### src/bcd_pkg.sv
// Shared constants for the bus clock delay tuning block
package bcd_pkg;
  // Register offsets (byte addresses)
  localparam logic [7:0]  DELAY_CTRL_OFS   = 8'h00;
  localparam logic [7:0]  DELAY_STAT_OFS   = 8'h04;
  localparam logic [7:0]  BUS_RESET_OFS    = 8'h08;
  // Field positions
  localparam int          SLOT_DEL_LSB     = 28;
  localparam int          PLL_DEL_LSB      = 24;
  localparam int          SETTLE_BIT       = 0;
  localparam int          BUS_RESET_BIT    = 0;
  // Widths and reset values
  localparam int          DEL_W            = 4;
  localparam int          TAP_IDX_W        = 5;
  localparam int          HIST_W           = 32;
  localparam int          SLOT_CLK_N       = 5;
  localparam logic [3:0]  SLOT_DEL_RST     = 4'h0;
  localparam logic [3:0]  PLL_DEL_RST      = 4'h0;
  localparam logic        BUS_RESET_RST    = 1'b1;
  // Lock loss window after a PLL delay step
  localparam int          CLK_PERIOD_NS    = 100;
  localparam int          LOCK_LOSS_US     = 100;
  localparam int          LOCK_LOSS_CYC    =
    (LOCK_LOSS_US * 1000) / CLK_PERIOD_NS;
  localparam int          SETTLE_W         = 10;
  // Stepper states
  typedef enum logic [1:0] {
    BCD_IDLE = 2'b01,
    BCD_WAIT = 2'b10
  } bcd_step_e;
endpackage

### src/bcd_tap_if.sv
// Signals shared between the delay core and the PLL tap stepper
`timescale 1ns/1ps
interface bcd_tap_if;
  import bcd_pkg::*;
  logic [HIST_W-1:0] hist;
  logic [DEL_W-1:0]  target;
  logic [DEL_W-1:0]  applied;
  logic              step;
  modport core    (output hist, output target,
                   input applied, input step);
  modport stepper (input hist, input target,
                   output applied, output step);
endinterface

### src/bcd_pll_stepper.sv
// Glitch-free one-tap-at-a-time mover for the PLL output delay
`timescale 1ns/1ps
module bcd_pll_stepper (
  // Clock, reset, enable
  input  wire logic  sys_clk_in,
  input  wire logic  resetn_in,
  input  wire logic  ce_in,
  // Tap link to the core
  bcd_tap_if.stepper tap
);
  import bcd_pkg::*;

  bcd_step_e        state;
  logic [DEL_W-1:0] nbr;
  logic             safe;

  // Neighbour tap one step toward the target
  always_comb begin
    nbr  = (tap.target > tap.applied) ? tap.applied + 4'h1
                                      : tap.applied - 4'h1;
    safe = tap.hist[tap.applied] == tap.hist[nbr];
  end

  // Move only while both taps agree, so no edge is cut short
  always_ff @(posedge sys_clk_in or negedge resetn_in) begin
    if (!resetn_in) begin
      tap.applied <= PLL_DEL_RST;
      tap.step    <= 1'b0;
      state       <= BCD_IDLE;
    end else if (ce_in) begin
      tap.step <= 1'b0;
      case (state)
        BCD_IDLE: begin
          if (tap.target != tap.applied) begin
            state <= BCD_WAIT;
          end
        end
        BCD_WAIT: begin
          if (tap.target == tap.applied) begin
            state <= BCD_IDLE;
          end else if (safe) begin
            tap.applied <= nbr;
            tap.step    <= 1'b1;
            state       <= BCD_IDLE;
          end
        end
        default: state <= BCD_IDLE;
      endcase
    end
  end
endmodule

### src/bcd_top.sv
// Bus clock delay tuning: tap delay for slot clocks and PLL reference
// Operation
// - Slot clocks lag the PLL reference by slot field times one tap.
// - Rewriting the slot field may glitch slot clocks; no protection given.
// - PLL reference output is delayed by the PLL field times one tap.
// - Rewriting the PLL field shifts its delay with no output glitch.
// - A PLL field change may cost PLL lock until 100 us after its last tap step.
`timescale 1ns/1ps
module bcd_top
  import bcd_pkg::*;
(
  // Clock, reset, enable
  input  wire logic                        sys_clk_in,
  input  wire logic                        resetn_in,
  input  wire logic                        ce_in,
  // Undelayed clock source, same clock domain
  input  wire logic                        src_clk_in,
  // Register port
  input  wire logic [7:0]                  addr_in,
  input  wire logic [31:0]                 wdata_in,
  input  wire logic                        wr_in,
  input  wire logic                        rd_in,
  output logic      [31:0]                 rdata_out,
  // Delayed clocks and bus control
  output logic                             pll_reference_clock_out,
  output logic      [bcd_pkg::SLOT_CLK_N-1:0] slot_clock_out,
  output logic                             secondary_bus_reset_out,
  output logic                             pll_settling_out
);
  import bcd_pkg::*;

  bcd_tap_if tap ();

  logic [DEL_W-1:0]     slot_clock_delay_field;
  logic [DEL_W-1:0]     pll_out_delay_field;
  logic                 secondary_bus_reset_bit;
  logic [SETTLE_W-1:0]  settle_cnt;
  logic [HIST_W-1:0]    hist;
  logic [TAP_IDX_W-1:0] slot_idx;
  logic                 ctrl_wr;

  // Lock-loss span as a plain int, so it can bound a delay range
  localparam int        SETTLE_SPAN = LOCK_LOSS_CYC;

  assign tap.hist   = hist;
  assign tap.target = pll_out_delay_field;
  assign ctrl_wr    = wr_in && (addr_in == DELAY_CTRL_OFS);

  bcd_pll_stepper u_stepper (
    .sys_clk_in (sys_clk_in),
    .resetn_in  (resetn_in),
    .ce_in      (ce_in),
    .tap        (tap)
  );

  // Delay line, one flop per tap
  // One tap is one clock period; finer steps would need a real delay chain
  // A source slower than two taps per level keeps PLL steps possible
  always_ff @(posedge sys_clk_in or negedge resetn_in) begin
    if (!resetn_in) begin
      hist <= 32'h0000_0000;
    end else if (ce_in) begin
      hist <= {hist[HIST_W-2:0], src_clk_in};
    end
  end

  // Slot taps sit behind the PLL tap so their lag is measured from it
  always_comb begin
    slot_idx = {1'b0, tap.applied} + {1'b0, slot_clock_delay_field};
  end

  // Registered clock outputs
  always_ff @(posedge sys_clk_in or negedge resetn_in) begin
    if (!resetn_in) begin
      pll_reference_clock_out <= 1'b0;
      slot_clock_out          <= 5'h00;
    end else if (ce_in) begin
      pll_reference_clock_out <= hist[tap.applied];
      slot_clock_out          <= {SLOT_CLK_N{hist[slot_idx]}};
    end
  end

  // Control fields; slot field applies at once, so it may glitch
  always_ff @(posedge sys_clk_in or negedge resetn_in) begin
    if (!resetn_in) begin
      slot_clock_delay_field  <= SLOT_DEL_RST;
      pll_out_delay_field     <= PLL_DEL_RST;
      secondary_bus_reset_bit <= BUS_RESET_RST;
    end else if (ce_in) begin
      if (ctrl_wr) begin
        slot_clock_delay_field <= wdata_in[SLOT_DEL_LSB +: DEL_W];
        pll_out_delay_field    <= wdata_in[PLL_DEL_LSB +: DEL_W];
      end
      if (wr_in && (addr_in == BUS_RESET_OFS)) begin
        secondary_bus_reset_bit <= wdata_in[BUS_RESET_BIT];
      end
    end
  end

  // Bus reset pin follows its control bit
  always_ff @(posedge sys_clk_in or negedge resetn_in) begin
    if (!resetn_in) begin
      secondary_bus_reset_out <= BUS_RESET_RST;
    end else if (ce_in) begin
      secondary_bus_reset_out <= secondary_bus_reset_bit;
    end
  end

  // Lock-loss window, restarted on every tap step
  always_ff @(posedge sys_clk_in or negedge resetn_in) begin
    if (!resetn_in) begin
      settle_cnt       <= 10'h000;
      pll_settling_out <= 1'b0;
    end else if (ce_in) begin
      if (tap.step) begin
        settle_cnt       <= SETTLE_W'(LOCK_LOSS_CYC - 1);
        pll_settling_out <= 1'b1;
      end else if (settle_cnt != 10'h000) begin
        settle_cnt <= settle_cnt - 10'h001;
      end else begin
        pll_settling_out <= 1'b0;
      end
    end
  end

  // Read port; reserved and unmapped bits read as zero
  always_ff @(posedge sys_clk_in or negedge resetn_in) begin
    if (!resetn_in) begin
      rdata_out <= 32'h0000_0000;
    end else if (ce_in) begin
      rdata_out <= 32'h0000_0000;
      if (rd_in) begin
        case (addr_in)
          DELAY_CTRL_OFS: begin
            rdata_out[SLOT_DEL_LSB +: DEL_W] <= slot_clock_delay_field;
            rdata_out[PLL_DEL_LSB +: DEL_W]  <= pll_out_delay_field;
          end
          DELAY_STAT_OFS: begin
            rdata_out[PLL_DEL_LSB +: DEL_W] <= tap.applied;
            rdata_out[SETTLE_BIT]           <= pll_settling_out;
          end
          BUS_RESET_OFS: rdata_out[BUS_RESET_BIT] <= secondary_bus_reset_bit;
          default: rdata_out <= 32'h0000_0000;
        endcase
      end
    end
  end
endmodule

### config.mk
export PLATFORM = sky130hd
export DESIGN_NAME = bcd_top
export DESIGN_NICKNAME = d
export VERILOG_FILES = /design/src/bcd_pkg.sv /design/src/bcd_tap_if.sv /design/src/bcd_pll_stepper.sv /design/src/bcd_top.sv
export SDC_FILE = /design/constraint.sdc
export NUM_CORES = 1
export LEC_CHECK = 0
export BUFFER_PORTS_ARGS = -buffer_cell sky130_fd_sc_hd__buf_2
export CORE_UTILIZATION = 59
export DETAILED_ROUTE_END_ITERATION = 10
export PLACE_DENSITY = 0.86
export REMOVE_ABC_BUFFERS = 1
export SYNTH_ARGS = -nofsm -noshare
export SYNTH_HDL_FRONTEND = slang
export SYNTH_SLANG_ARGS = --single-unit
### constraint.sdc
create_clock -name sys_clk_in -period 5.6 [get_ports sys_clk_in]
set_input_delay 0.28 -clock sys_clk_in [delete_from_list [all_inputs] [get_ports sys_clk_in]]
set_output_delay 0.28 -clock sys_clk_in [all_outputs]
set_load 0.1 [all_outputs]
==> results of run 1 <==
==> cell families (layout without fill, tap and decap cells) <==
| logic type | after synthesis | in the layout |
|---|---|---|
| compound gates | 37 | 37 |
| xor+xnor | 13 | 13 |
| fa+ha+maj | 13 | 13 |
| buf+inv | 51 | 69 |
| flops | 71 | 71 |
| mux | 72 | 72 |
| other cells | 1 | 23 |
| simple gates | 48 | 48 |
==> sequential cells by signal, indices dropped and copies added (netlist names) <==
name                     flops
pll_out_delay_field          4
u_stepper.state              2
secondary_bus_reset_bit      1
pll_reference_clock_out      1
slot_clock_delay_field       4
hist                        32
slot_clock_out               1
u_stepper.tap.applied        4
u_stepper.tap.step           1
rdata_out                    9
settle_cnt                  10
pll_settling_out             1
secondary_bus_reset_out      1
==> layout make-up <==
type / count / area (um2)
clock buffers: 10 / 128
clock inverters: 6 / 46.3
fillers: 450 / 2170
inverters: 12 / 45.0
multi-input cells: 206 / 1950
flip-flops and latches: 71 / 1780
well taps: 77 / 96.3
repair buffers: 41 / 210
==> report_power, final <==
part / internal [mW] / switching [mW] / leakage (nW)
registers: 0.673 / 0.171 / 0.875
clock network: 0.163 / 0.194 / 0.0829
logic: 0.530 / 0.649 / 1.06
total: 1.37 / 1.02 / 2.02
==> worst max-delay path, cell delays in order, from the launching register on <==
cell      delay (ps)
dfrtp_1          560
inv_1            190
ha_1             340
nand4_1          190
a21boi_2         280
inv_1            100
ha_1             290
a21o_1           190
a21oi_2          150
xnor2_1           90
xnor2_1          280
mux2i_2          390
mux2i_4          410
mux2_4           330
==> layer usage <==
metal	wire length, um	global-route usage	vias up	part of all wire
met5	0	0	-	0
met3	289	0.0396	11	0.043
met2	3310	0.340	69	0.49
li1	-	-	1148	-
met4	121	0.0815	0	0.018
met1	3040	0.270	1224	0.45
==> worst paths after layout <==
check,slack [ps],to,from,cells after the start
max,1690,u_stepper.tap.applied[3],u_stepper.tap.applied[1],13
max reg2reg,1690,u_stepper.tap.applied[3],u_stepper.tap.applied[1],13
min in group sys_clk_in,160,slot_clock_delay_field[0],wdata_in[28],2
min reg2reg,490,rdata_out[24],rdata_out[24],1
min,110,settle_cnt[2],resetn_in,2
max in group asynchronous,4890,hist[15],resetn_in,2
==> synth_stat cells, types with 4 or more instances <==
master / count
mux4_1: 7
dfrtp_1: 68
nand4_1: 4
nand2_1: 13
clkbuf_1: 7
o2bb2ai_1: 4
xnor2_1: 10
inv_1: 12
nor3_1: 5
mux4_2: 11
buf_4: 27
a21o_1: 5
mux2i_1: 8
mux2_1: 8
a21oi_1: 11
ha_1: 11
mux2_2: 34
a22o_1: 4
nand3_1: 4
nor2_1: 5
==> through the flow <==
| stage | cells | instance area [um2] | util |
|---|---|---|---|
| final | 423 | 4260 | 0.663 |
| after global routing | 423 | 4260 | 0.663 |
| after CTS | 423 | 4260 | 0.663 |
| after detailed placement | 407 | 4080 | 0.635 |
| after global placement | 407 | 4080 | 0.635 |
| after floorplan | 289 | 3770 | - |
==> impl_results.md, run 1 <==
* Status: complete, but fails checks
* Failing checks: design-rule violations
* Post-route setup slack at 1690 ps
* Peak supply drop at between 200 and 300 uV
* Port bufs at 39
* Share of layout cells above drive strength 1 at 0.327
* Antenna Nets Post-Route at 0
* Post-route DRC at 25
* Setup violators final at 0
* Startpoint types: flop
* CP Class: reg2reg
* Global placement routability congestion at approximately 0.83
* TritonCTS clock tree: done
* Max-cap violations at 0
* Ant diodes at 0
* Synth-to-Final Area Change at 7.76%
* Root buf cell: clkbuf_8
* Hold Crit Class: in2async
* Yosys top cell area share at 0.431
* Synth Instances at 306
* Setup TNS at 0 ps
* First-pass GRT wire length at between 10000 and 15000 um
* Commonest non-fill, non-tap cell in the layout: dfrtp_1
* Pre-CTS WS at 1720 ps
* Full die area at between 7000 and 8000 um2
* Pwr Density at 560 nW/um2
* Top_reg_cell synth: dfrtp_1
* Clock sink count at 71
* Pleak at 2.02 nW
* Final number of hold-violating endpoints at 0
* Seq cells post-synth at 71
* Post-CTS setup buffer count at 0
* Period utilization at 0.698
* Vias in the first global route at 2439
* Async SR Flop Fraction at 1.00
* Tmin final at 3910 ps
* Sequential share of the synthesized area at 0.451
* Worst-Skew Late Latency at 340 ps
* CP endpoint kind: flop
* Initial antenna violation count at 0
* Synth Area in XOR/XNOR at 0.0288
* Ys Warns at 0
* Peak Freq at 256 MHz
* Rel. slew slack at 0.420
* # hold bufs at CTS at 0
* Clock transition at path regs at approximately 80 ps
* Post-synthesis compound-gate area fraction at 0.0675
* Inserted Clock Buffers at 9
* Drt via density at about 5.8
* Mapped cell area at 3950 um2
* Final Max Tran Viols at 0
* Bufs on Longest Clock Path at 2
* Nets@finish at 400
* All-Layer GR Usage at 0.206
* Core Region at about 6400 um2
* Worst-margin pin slew at 870 ps
* Cts repair resizes at 0
* Hold Worst Slack at approximately 110 ps
* Synth area leader: dfrtp_1
* RSZ-0062 raised after global routing: no
* IO Count at 86
* Vias at between 2000 and 2500
* Synth Area in Adders at 0.0450
* Commonest non-fill, non-tap cells in the layout: 68 x dfrtp_1, 39 x buf_2, 34 x mux2_2
* Average size of a mapped cell at 12.9 um2
* Critical path required time at 5820 ps
* Final Skew at 6.95 ps
* Number of synthesized flops with an enable pin at 0
* Routed len/inst at ~16 um
* WP data arrival at slightly above 4000 ps
* Area contributors post-synth: dfrtp_1 43%, mux2_2 9.7%, mux4_2 6.3%
* Die height at about 84 um
* Simple-gate portion of the synthesized area at 0.0643
* Crit path max fanout at 8
* DR pass1 iterations at 7
* Die W at 83.8 um
* Largest family of logic cells by synthesized area: multiplexers
* Final Power at 2.38 mW
* Largest net degree at the start of global routing at 72
* H-tree depth at 3
* Starting DRC count in detailed routing at 112
* Total Routed Length at approximately 6800 um
* Synth cell types at 53
* Row count at 29
* DP HPWL at 4760 um
* Total grt overflow at 0
* Multiplexer share of the synthesized area at 0.266
* Initial Util at 0.615
(Power assumes the default switching activity.)
==> run 2: changes to the inputs <==
--- a/config.mk
+++ b/config.mk
@@ -6,9 +6,9 @@
 export NUM_CORES = 1
 export LEC_CHECK = 0
 export BUFFER_PORTS_ARGS = -buffer_cell sky130_fd_sc_hd__buf_2
-export CORE_UTILIZATION = 59
+export CORE_UTILIZATION = 55
 export DETAILED_ROUTE_END_ITERATION = 10
-export PLACE_DENSITY = 0.86
+export PLACE_DENSITY = 0.81
 export REMOVE_ABC_BUFFERS = 1
 export SYNTH_ARGS = -nofsm -noshare
 export SYNTH_HDL_FRONTEND = slang
==> constraint.sdc (replaced) <==
create_clock -name sys_clk_in -period 3.95 [get_ports sys_clk_in]
set_input_delay 0.1975 -clock sys_clk_in [delete_from_list [all_inputs] [get_ports sys_clk_in]]
set_output_delay 0.1975 -clock sys_clk_in [all_outputs]
set_load 0.1 [all_outputs]
==> impl_results.md, run 2 (synthesized netlist as in run 1, its figures left out) <==
* Largest net degree at the start of global routing at 40 (was 72)
* Worst-margin pin slew at 860 ps (was 870 ps)
* Met3 global-route usage at 0.0467 (was 0.0396)
* Clock transition at path regs at 70 ps (was 80 ps)
* Hold Worst Slack at 56.0 ps (was 113 ps)
* Post-route DRC at 0 (was 25)
* Max reg flops at 32 (unchanged)
* Initial antenna violation count at 0 (unchanged)
* Status: finished, final reports clean (was complete, but fails checks)
* Peak Freq at 271 MHz (was 256 MHz)
* Total grt overflow at 0 (unchanged)
* Bufs on Longest Clock Path at 2 (unchanged)
* Final Power at 3.51 mW (was 2.38 mW)
* Crit path max fanout at 5 (was 8)
* DP HPWL at 5300 um (was 4760 um)
* Tmin final at 3690 ps (was 3910 ps)
* Pwr Density at 805 nW/um2 (was 560 nW/um2)
* CP max-delay cell: mux2i_2 (was dfrtp_1)
* RSZ-0062 raised after global routing: no (unchanged)
* Final Skew at 9.19 ps (was 6.95 ps)
* Inserted Clock Buffers at 9 (unchanged)
* Pleak at 2.06 nW (was 2.02 nW)
* Antenna Nets Post-Route at 0 (unchanged)
* Startpoint types: flop (unchanged)
* Synth-to-Final Area Change at 10.2% (was 7.76%)
* Rel. slew slack at 0.426 (was 0.420)
* Gr busiest metal: met2 (unchanged)
* Worst-Skew Late Latency at 350 ps (was 340 ps)
* Global-route met1 utilization at 0.273 (was 0.270)
* Total Routed Length at 7150 um (was 6760 um)
* Ant diodes at 0 (unchanged)
* CP Class: reg2reg (unchanged)
* Met2 usage at 0.361 (was 0.340)
* Drt via density at 5.64 (was 5.80)
* Regs by FF count: hist x32, settle_cnt x10, rdata_out x9 (unchanged)
* CP endpoint kind: flop (unchanged)
* CP peak stage delay at 420 ps (was 560 ps)
* Hold Crit Class: in2reg (was in2async)
* DP Area at 4140 um2 (was 4080 um2)
* Final Cell Area at 4350 um2 (was 4260 um2)
* Critical path required time at 4190 ps (was 5820 ps)
* Core Region at 6870 um2 (was 6420 um2)
* Initial Util at 0.575 (was 0.615)
* Setup violators final at 0 (unchanged)
* Nets@finish at 406 (was 400)
* Root buf cell: clkbuf_8 (unchanged)
* Setup TNS at 0 ps (unchanged)
* Die height at 86.7 um (was 83.8 um)
* DR pass1 iterations at 4 (was 7)
* Vias at 2527 (was 2452)
* First-pass GRT wire length at 12200 um (was 11300 um)
* Die W at 86.7 um (was 83.8 um)
* Peak supply drop at 406 uV (was 293 uV)
* Full die area at 7520 um2 (was 7020 um2)
* TritonCTS clock tree: done (unchanged)
* Routed len/inst at 16.0 um (about the same)
* Largest reg by FF count: hist (unchanged)
* Max-cap violations at 0 (unchanged)
* Commonest non-fill, non-tap cells in the layout: 68 x dfrtp_1, 39 x buf_2, 34 x mux2_2 (unchanged)
* Period utilization at 0.933 (was 0.698)
* WP data arrival at 3920 ps (was 4130 ps)
* Vias in the first global route at 2540 (was 2439)
* Port bufs at 39 (unchanged)
* Starting DRC count in detailed routing at 120 (was 112)
* Critical path, cell by cell: inv_1 -> ha_1 -> nand4_1 -> a21boi_2 -> inv_1 -> ha_1 -> a21o_1 -> a21oi_2 -> xnor2_1 -> xnor2_1 -> mux2i_2 -> mux2i_4 -> mux2_4 (unchanged)
* Final Max Tran Viols at 0 (unchanged)
* Share of layout cells above drive strength 1 at 0.335 (was 0.327)
* Commonest non-fill, non-tap cell in the layout: dfrtp_1 (unchanged)
* All-Layer GR Usage at 0.216 (was 0.206)
* Clock sink count at 71 (unchanged)
* Post-CTS setup buffer count at 0 (unchanged)
* Final number of hold-violating endpoints at 0 (unchanged)
* H-tree depth at 3 (unchanged)
* IO Count at 86 (unchanged)
* Global placement routability congestion at 0.814 (was 0.832)
* Row count at 30 (was 29)
## run 2: timing repair
action / in CTS / in global routing
resized for setup: 0 / 0
hold buffers: 1 / 0
hold endpoints to repair: 35 / 0
## run 2: critical path, delay by kind of cell, from the launching register on
family,cells,cell delay (ps)
and+or+nand+nor,1,200
buffers and inverters,2,240
muxes,3,1160
xor gates and xnor gates,2,430
AOI/OAI and AO/OA,3,630
DFF,1,380
adders and majority gates,2,540
## run 2: path summary, 6_finish.rpt
kind | from | endpoint | slack [ps] | depth (start not counted)
setup / recovery | u_stepper.tap.applied[1] | u_stepper.tap.applied[3] | 260 | 13
hold / removal | wdata_in[24] | pll_out_delay_field[0] | 60 | 3
setup reg to reg | u_stepper.tap.applied[1] | u_stepper.tap.applied[3] | 260 | 13
hold reg to reg | rdata_out[27] | rdata_out[27] | 490 | 1
max in group asynchronous | resetn_in | u_stepper.state[0] | 2650 | 3
min in group asynchronous | resetn_in | settle_cnt[9] | 480 | 2
## run 2: through the flow
stage	setup WS (ps)	cells	utilization
2_1_floorplan	348	289	-
4_1_cts	294	448	0.634
5_1_grt	137	448	0.634
3_3_place_gp	436	431	0.603
6_report	265	448	0.634
3_5_place_dp	318	431	0.603
## run 2: power by group
part           switching [mW]  internal (mW)  total, mW
Combinational           0.994          0.775       1.77
Clock                   0.278          0.309      0.587
Sequential              0.196          0.956       1.15
## run 2: area by class of cell
class / instances / area (um2)
Clock buffer: 11 / 141
Clock inverter: 5 / 58.8
Fill cell: 536 / 2520
Inverter: 12 / 45.0
Multi-Input combinational cell: 206 / 1950
Sequential cell: 71 / 1780
Tap cell: 96 / 120
Timing Repair Buffer: 47 / 258
## run 2: metal layers
layer	wire, um	share of wire	up-vias
li1	-	-	1169
met1	3130	0.44	1283
met2	3620	0.51	65
met3	278	0.039	10
met4	132	0.018	0
met5	0	0	-
